[src/alu_exec_pkg.sv]
// Package for the add/AND instruction execution block.
// Assumes one core clock, four core clocks per instruction cycle.
package alu_exec_pkg;

  localparam int          ADDR_W           = 14;
  localparam int          PHASES_PER_INSTR = 4;
  localparam int          DEST_BIT         = 9;
  localparam int          ACCESS_BIT       = 8;
  localparam logic [5:0]  OPC_ADD_FILE     = 6'h09;
  localparam logic [5:0]  OPC_ADD_CARRY    = 6'h08;
  localparam logic [7:0]  OPC_AND_LIT      = 8'h0B;
  localparam logic [7:0]  IDX_OFFSET_MAX   = 8'h5F;
  localparam logic [7:0]  ACCESS_SPLIT     = 8'h60;
  localparam logic [13:0] ACCESS_LOW_BASE  = 14'h0000;
  localparam logic [13:0] ACCESS_HIGH_BASE = 14'h3F00;
  localparam logic [7:0]  WREG_RESET       = 8'h00;
  localparam logic [7:0]  BYTE_ZERO        = 8'h00;

  typedef enum logic [1:0] {OP_NONE, OP_ADD, OP_ADDC, OP_AND} op_type;
  typedef enum logic [1:0] {PH_Q1, PH_Q2, PH_Q3, PH_Q4} phase_type;

  // Opcode decode of one program word
  function automatic op_type op_decode(input logic [15:0] word);
    op_type op;
    op = OP_NONE;
    if (word[15:10] == OPC_ADD_FILE) begin
      op = OP_ADD;
    end else if (word[15:10] == OPC_ADD_CARRY) begin
      op = OP_ADDC;
    end else if (word[15:8] == OPC_AND_LIT) begin
      op = OP_AND;
    end
    return op;
  endfunction

endpackage

[src/addr_resolve.sv]
// File address resolution: access bank, banked or indexed literal offset.
// Assumes the offset register and bank select are stable during decode.
`timescale 1ns/1ps
`default_nettype none
module addr_resolve
  import alu_exec_pkg::*;
(
  // Instruction fields
  input  wire logic [7:0]        file_addr,
  input  wire logic              access_sel,
  // Addressing state
  input  wire logic              ext_set_en,
  input  wire logic [5:0]        bank_select_register,
  input  wire logic [ADDR_W-1:0] fsr2,
  // Result
  output logic      [ADDR_W-1:0] data_addr,
  output logic                   indexed
);

  always_comb begin
    indexed = ext_set_en && !access_sel && (file_addr <= IDX_OFFSET_MAX);
    if (indexed) begin
      data_addr = fsr2 + {6'h00, file_addr};
    end else if (!access_sel) begin
      data_addr = (file_addr < ACCESS_SPLIT) ? (ACCESS_LOW_BASE | {6'h00, file_addr})
                                             : (ACCESS_HIGH_BASE | {6'h00, file_addr});
    end else begin
      data_addr = {bank_select_register, file_addr};
    end
  end

endmodule
`default_nettype wire

[src/add_logic_unit.sv]
// Eight-bit adder and AND unit with status flag outputs.
// Purely combinational; the caller decides which flags to keep.
`timescale 1ns/1ps
`default_nettype none
module add_logic_unit
  import alu_exec_pkg::*;
(
  // Operands
  input  wire op_type     op,
  input  wire logic [7:0] opa,
  input  wire logic [7:0] opb,
  input  wire logic       carry_in,
  // Result and flags
  output logic      [7:0] result,
  output logic            neg,
  output logic            ovf,
  output logic            cry,
  output logic            dcy
);

  logic [8:0] sum9;
  logic [4:0] low5;
  logic       cin;

  always_comb begin
    cin    = (op == OP_ADDC) ? carry_in : 1'b0;
    sum9   = {1'b0, opa} + {1'b0, opb} + {8'h00, cin};
    low5   = {1'b0, opa[3:0]} + {1'b0, opb[3:0]} + {4'h0, cin};
    result = (op == OP_AND) ? (opa & opb) : sum9[7:0];
    neg    = result[7];
    ovf    = (opa[7] == opb[7]) && (sum9[7] != opa[7]);
    cry    = sum9[8];
    dcy    = low5[4];
  end

endmodule
`default_nettype wire

[src/add_logic_exec.sv]
// Execution core for add W to file, add with carry, and AND literal.
// Assumes data memory answers combinationally to mem_addr within a cycle.
// Operation
// - add-to-file adds W and addressed file register, delivers to destination
// - destination 0 writes sum to W, file register untouched
// - destination 1 writes sum back into addressed file register
// - add-to-file updates N, OV, C, DC, Z from result
// - access bit 0 resolves address in access bank
// - access bit 1 uses bank select register to choose bank
// - extended set, access 0, address up to 95 uses indexed literal offset
// - one word, one cycle: decode, read, process, write quarters
// - add-with-carry sums W, carry flag and addressed location
// - add-with-carry decoded from 001000, then d, a, eight-bit address
// - add-with-carry destination 1 to file, 0 to W
// - add-with-carry updates N, OV, C, DC, Z from result
// - AND-literal ANDs W with eight-bit literal into W
`timescale 1ns/1ps
`default_nettype none
module add_logic_exec
  import alu_exec_pkg::*;
(
  // Clock and reset
  input  wire logic              core_clk,
  input  wire logic              rst,
  // Instruction word, sampled in Q1
  input  wire logic [15:0]       instr,
  input  wire logic              instr_valid,
  // Addressing state
  input  wire logic              ext_set_en,
  input  wire logic [5:0]        bank_select_register,
  input  wire logic [ADDR_W-1:0] fsr2,
  // Data memory
  output logic      [ADDR_W-1:0] mem_addr,
  output logic                   mem_rd,
  output logic                   mem_we,
  output logic      [7:0]        mem_wdata,
  input  wire logic [7:0]        mem_rdata,
  // Working register and flags
  output logic      [7:0]        wreg,
  output logic                   negative_flag,
  output logic                   overflow_flag,
  output logic                   carry_flag,
  output logic                   digit_carry_flag,
  output logic                   zero_flag,
  // Sequencing
  output logic      [1:0]        q_phase,
  output logic                   instr_done
);

  phase_type         phase_reg;
  op_type            op_reg;
  op_type            dec_op;
  logic              dest_file_reg;
  logic [7:0]        literal_reg;
  logic [7:0]        operand_reg;
  logic [7:0]        result_reg;
  logic [7:0]        wreg_reg;
  logic              n_reg, ov_reg, c_reg, dc_reg, z_reg;
  logic              ov_next, c_next, dc_next;
  logic              ov_q3, c_q3, dc_q3;
  logic [ADDR_W-1:0] mem_addr_reg;
  logic [ADDR_W-1:0] addr_next;
  logic              mem_rd_reg, mem_we_reg, done_reg;
  logic [7:0]        mem_wdata_reg;
  logic [7:0]        alu_b;
  logic [7:0]        alu_result;

  assign dec_op = instr_valid ? op_decode(instr) : OP_NONE;
  assign alu_b  = (op_reg == OP_AND) ? literal_reg : operand_reg;

  addr_resolve u_addr (
    .file_addr            (instr[7:0]),
    .access_sel           (instr[ACCESS_BIT]),
    .ext_set_en           (ext_set_en),
    .bank_select_register (bank_select_register),
    .fsr2                 (fsr2),
    .data_addr            (addr_next),
    .indexed              ()
  );

  add_logic_unit u_alu (
    .op       (op_reg),
    .opa      (wreg_reg),
    .opb      (alu_b),
    .carry_in (c_reg),
    .result   (alu_result),
    .neg      (),
    .ovf      (ov_next),
    .cry      (c_next),
    .dcy      (dc_next)
  );

  // Quarter phase sequencer, one instruction per four clocks
  always_ff @(posedge core_clk) begin
    if (rst) begin
      phase_reg <= PH_Q1;
    end else begin
      case (phase_reg)
        PH_Q1:   phase_reg <= PH_Q2;
        PH_Q2:   phase_reg <= PH_Q3;
        PH_Q3:   phase_reg <= PH_Q4;
        PH_Q4:   phase_reg <= PH_Q1;
        default: phase_reg <= PH_Q1;
      endcase
    end
  end

  // Decode in Q1
  always_ff @(posedge core_clk) begin
    if (rst) begin
      op_reg        <= OP_NONE;
      dest_file_reg <= 1'b0;
      literal_reg   <= BYTE_ZERO;
    end else if (phase_reg == PH_Q1) begin
      op_reg        <= dec_op;
      dest_file_reg <= (dec_op == OP_ADD || dec_op == OP_ADDC) && instr[DEST_BIT];
      literal_reg   <= instr[7:0];
    end
  end

  // File read: address set at Q1, data taken at Q2
  always_ff @(posedge core_clk) begin
    if (rst) begin
      mem_addr_reg <= '0;
      mem_rd_reg   <= 1'b0;
      operand_reg  <= BYTE_ZERO;
    end else begin
      if (phase_reg == PH_Q1) begin
        mem_addr_reg <= addr_next;
        mem_rd_reg   <= (dec_op == OP_ADD || dec_op == OP_ADDC);
      end else begin
        mem_rd_reg   <= 1'b0;
      end
      if (phase_reg == PH_Q2) begin
        operand_reg <= mem_rdata;
      end
    end
  end

  // Process in Q3, file write strobe stands through Q4
  always_ff @(posedge core_clk) begin
    if (rst) begin
      result_reg    <= BYTE_ZERO;
      mem_we_reg    <= 1'b0;
      mem_wdata_reg <= BYTE_ZERO;
    end else if (phase_reg == PH_Q3) begin
      result_reg    <= alu_result;
      mem_we_reg    <= dest_file_reg;
      mem_wdata_reg <= alu_result;
    end else begin
      mem_we_reg    <= 1'b0;
    end
  end

  // Write W and flags at the end of Q4
  always_ff @(posedge core_clk) begin
    if (rst) begin
      wreg_reg <= WREG_RESET;
      n_reg    <= 1'b0;
      ov_reg   <= 1'b0;
      c_reg    <= 1'b0;
      dc_reg   <= 1'b0;
      z_reg    <= 1'b0;
      done_reg <= 1'b0;
    end else begin
      done_reg <= (phase_reg == PH_Q4) && (op_reg != OP_NONE);
      if (phase_reg == PH_Q4 && op_reg != OP_NONE) begin
        if (!dest_file_reg) begin
          wreg_reg <= result_reg;
        end
        n_reg <= result_reg[7];
        z_reg <= (result_reg == BYTE_ZERO);
        if (op_reg != OP_AND) begin
          ov_reg <= ov_q3;
          c_reg  <= c_q3;
          dc_reg <= dc_q3;
        end
      end
    end
  end

  // Arithmetic flags held from Q3
  always_ff @(posedge core_clk) begin
    if (rst) begin
      ov_q3 <= 1'b0;
      c_q3  <= 1'b0;
      dc_q3 <= 1'b0;
    end else if (phase_reg == PH_Q3) begin
      ov_q3 <= ov_next;
      c_q3  <= c_next;
      dc_q3 <= dc_next;
    end
  end

  assign mem_addr         = mem_addr_reg;
  assign mem_rd           = mem_rd_reg;
  assign mem_we           = mem_we_reg;
  assign mem_wdata        = mem_wdata_reg;
  assign wreg             = wreg_reg;
  assign negative_flag    = n_reg;
  assign overflow_flag    = ov_reg;
  assign carry_flag       = c_reg;
  assign digit_carry_flag = dc_reg;
  assign zero_flag        = z_reg;
  assign q_phase          = phase_reg;
  assign instr_done       = done_reg;
endmodule
`default_nettype wire

[config.mk]
export PLATFORM = sky130hd
export DESIGN_NAME = add_logic_exec
export DESIGN_NICKNAME = d
export VERILOG_FILES = /design/src/alu_exec_pkg.sv /design/src/addr_resolve.sv /design/src/add_logic_unit.sv /design/src/add_logic_exec.sv
export SDC_FILE = /design/constraint.sdc
export NUM_CORES = 1
export LEC_CHECK = 0
export ABC_CLOCK_PERIOD_IN_PS = 3200
export BUFFER_PORTS_ARGS = -buffer_cell sky130_fd_sc_hd__buf_2
export CORE_ASPECT_RATIO = 1.1
export CORE_MARGIN = 10
export CORE_UTILIZATION = 25
export DETAILED_ROUTE_END_ITERATION = 10
export GPL_TIMING_DRIVEN = 0
export PLACE_DENSITY_LB_ADDON = 0.05
export SETUP_SLACK_MARGIN = 0.5
export SLEW_MARGIN = 40
export SYNTH_ARGS = -nofsm -noshare
export SYNTH_HDL_FRONTEND = slang
export SYNTH_SLANG_ARGS = --single-unit
[constraint.sdc]
create_clock -name core_clk -period 3.2 [get_ports core_clk]
set_input_delay 0.64 -clock core_clk [delete_from_list [all_inputs] [get_ports core_clk]]
set_output_delay 0.64 -clock core_clk [all_outputs]
set_load 0.1 [all_outputs]
==> flow_metrics.py <==
metrics = {
    "grt": {
        "grt_pass1_wl_mm": 20.2,
        "grt-ovfl-total": 0,
        "grt_usage_pct": 13.3,
        "grt_max_degree": 11,
        "first_global_vias": 3627,
        "antenna_found_initial": 1,
    },
    "power_and_ir_drop": {
        "p_leak_nw": 2.08,
        "power_density_mw_per_mm2": 726,
        "max-vdd-ir-drop_uv": 320,
    },
    "clock_network": {
        "clock-sinks": 62,
        "clock_latency_ns": 0.35,
        "numCtsBuffers": 9,
        "cts_tree": "yes",
        "clockBufferDepth": 2,
        "cts-root-buf": "clkbuf_16",
        "path_clk_slew_ns": 0.06,
        "ctsHoldBuffers": 0,
        "htree_levels": 3,
    },
    "detailed_routing": {
        "drt_wl_total_mm": 12.9,
        "first_iter_violations": 164,
        "firstDrtPassIters": 4,
        "drc": 0,
        "vias_per_cell": 4.89,
        "dr_total_vias": 3616,
        "wl_per_cell_um": 17.4,
        "ant_nets": 0,
    },
    "logic_synthesis": {
        "yosysMostFrequentCell": "nand2_1",
        "ys_types": 55,
        "synth_warnings": 0,
        "seq_area_frac_synth_pct": 34.5,
        "syn-num-nets": 514,
        "synthesis.area_mm2": 0.00359,
        "synth_edf_count": 0,
        "yosys.area.top_type": "dfxtp_1",
        "synth_top_flop_cell": "dfxtp_1",
        "synth_top_cell_area_share_pct": 34.5,
        "synth.area.top_cells": "dfxtp_1 35%, ha_1 7.3%, nand2_1 6.6%, nor2_1 5.6%, mux2i_1 5.6%",
        "yosys_register_bits": 62,
        "synth.avg_cell_area_um2": 8.13,
        "async_flop_share_pct": 0,
        "synthCells": 442,
        "synth_common_cells": "63 x nand2_1, 62 x dfxtp_1, 54 x nor2_1",
    },
    "timing": {
        "setup_viol": 0,
        "max_clock_freq_mhz": 369,
        "layout_setup_ws_ns": 0.491,
        "tns_ns": 0,
        "skew_ns": 0.00990,
        "finalHoldViolCount": 0,
        "fin_crit_ns": 2.71,
        "final_max_slew_viol_count": 0,
        "grt_setup_unrepaired": "yes",
        "fin_crit_sh_pct": 84.7,
        "hold_slack_ns": 0.453,
        "slew-limit-headroom_pct": 49.5,
        "tightest_slew_ns": 0.753,
    },
    "job": {
        "maxCapViolCount": 0,
    },
    "worst_setup_path": {
        "path_class": "register to register",
        "worstRegToRegCells": 11,
        "worstPathRequired_ns": 3.45,
        "path_max_fanout": 4,
        "critPathCaptureType": "register",
        "crit_path_start_kind": "register",
        "arrival_ns": 2.96,
    },
    "floorplan": {
        "dieArea_mm2": 0.0196,
        "rows": 45,
        "num_io_pins": 88,
        "die_w_um": 134,
        "start_util_pct": 25.7,
        "core_mm2": 0.0140,
        "die_h_um": 146,
    },
    "placed_design": {
        "dp_slack_ns": 0.0315,
        "gp_congestion": 0.866,
        "placed_cell_area_mm2": 0.00426,
        "place_hpwl_mm": 9.75,
        "port_buffers": 85,
    },
    "cells_and_area": {
        "final_area_mm2": 0.00476,
        "antennaDiodeCount": 0,
        "fin_nets": 619,
        "areaGrowthSynthToFinish_pct": 32.5,
        "largest_register_ffs": 14,
        "layout-drive-gt1-share_pct": 24.8,
    },
    "run_status": {
        "status": "finished clean",
    },
    "hold_path": {
        "min_path_type": "register to register",
        "whs_path_depth": 2,
    },
}
==> through the flow <==
stage | instances | power, W | utilization (%)
6_report | 740 | 0.00346 | 34.1
5_1_grt | 740 | 0.00365 | 34.1
4_1_cts | 736 | 0.00349 | 33.7
3_5_place_dp | 715 | 0.00236 | 30.5
3_3_place_gp | 715 | 0.00236 | 30.5
2_1_floorplan | 442 | 0.00205 | -
==> path summary, 6_finish.rpt <==
path,start,to,slack (ns)
setup / recovery,op_reg[1]$_SDFFE_PP0N_,mem_wdata[6]$_SDFFE_PP0P_,0.49
hold / removal,dc_q3$_SDFFE_PP0P_,digit_carry_flag$_SDFFE_PP0P_,0.45
setup reg to reg,op_reg[1]$_SDFFE_PP0N_,mem_wdata[6]$_SDFFE_PP0P_,0.49
hold reg to reg,dc_q3$_SDFFE_PP0P_,digit_carry_flag$_SDFFE_PP0P_,0.45
==> repair_timing <==
item                                    in CTS  in global routing
pin swaps                                    8                 11
gates resized for setup                     19                  6
endpoints found under the setup margin       4                  3
setup buffers                                5                  4
==> metal layers <==
metal	track usage, %	part of all wire, %	vias up
met1	15.5	44	1705
met3	4.93	5.9	13
met5	0	0.062	-
met2	21.7	48	89
li1	-	-	1807
met4	4.52	1.6	2
==> cell usage in the layout, fill, tap and decap left out, types with 8 or more instances in the layout <==
cell and count:
buf_2 87, nand2_1 59, dfxtp_1 59, nor2_1 54, a21oi_1 32, o21ai_0 27, ha_1 21, mux2i_1 20
clkbuf_1 12, clkbuf_16 10, inv_1 9, nor3_1 9, nor2b_1 9, a311oi_1 9, buf_4 9, nand3_1 8
a211oi_1 8
==> critical path: stages, from the launching register on <==
cell and delay [ns]:
dfxtp_4 0.37, and2_4 0.17, buf_8 0.12, nand2_4 0.07, nand2_4 0.05, fa_2 0.38
fa_2 0.36, a21o_1 0.21, a311oi_2 0.36, o2bb2ai_1 0.18, o41ai_2 0.10, a311oi_1 0.25
==> layout make-up <==
| cell class | instances | area (um^2) |
|---|---|---|
| clock buffers | 13 | 270 |
| well taps | 188 | 235 |
| multi-input cells | 347 | 2270 |
| clock inverters | 3 | 65.1 |
| plain buffers | 24 | 148 |
| inverters | 9 | 33.8 |
| fillers | 1539 | 9200 |
| flip-flops and latches | 62 | 1250 |
| repair buffers | 94 | 493 |
==> logic make-up after synthesis <==
logic type	Yosys count	share of synthesized area [%]
mux	21	5.88
compound gates	117	21.0
buf+inv	33	4.14
simple gates	179	24.0
xor+xnor	6	1.46
flops	62	34.5
fa+ha+maj	24	8.98
==> where the power goes <==
| group | internal (W) | leakage (nW) | switching, W | total, W |
|---|---|---|---|---|
| registers | 0.000894 | 0.510 | 0.0000850 | 0.000979 |
| logic | 0.000334 | 1.41 | 0.00102 | 0.00136 |
| clock network | 0.000744 | 0.166 | 0.000376 | 0.00112 |
| total | 0.00197 | 2.08 | 0.00149 | 0.00346 |
No activity file was read; power rests on OpenSTA's default activity.
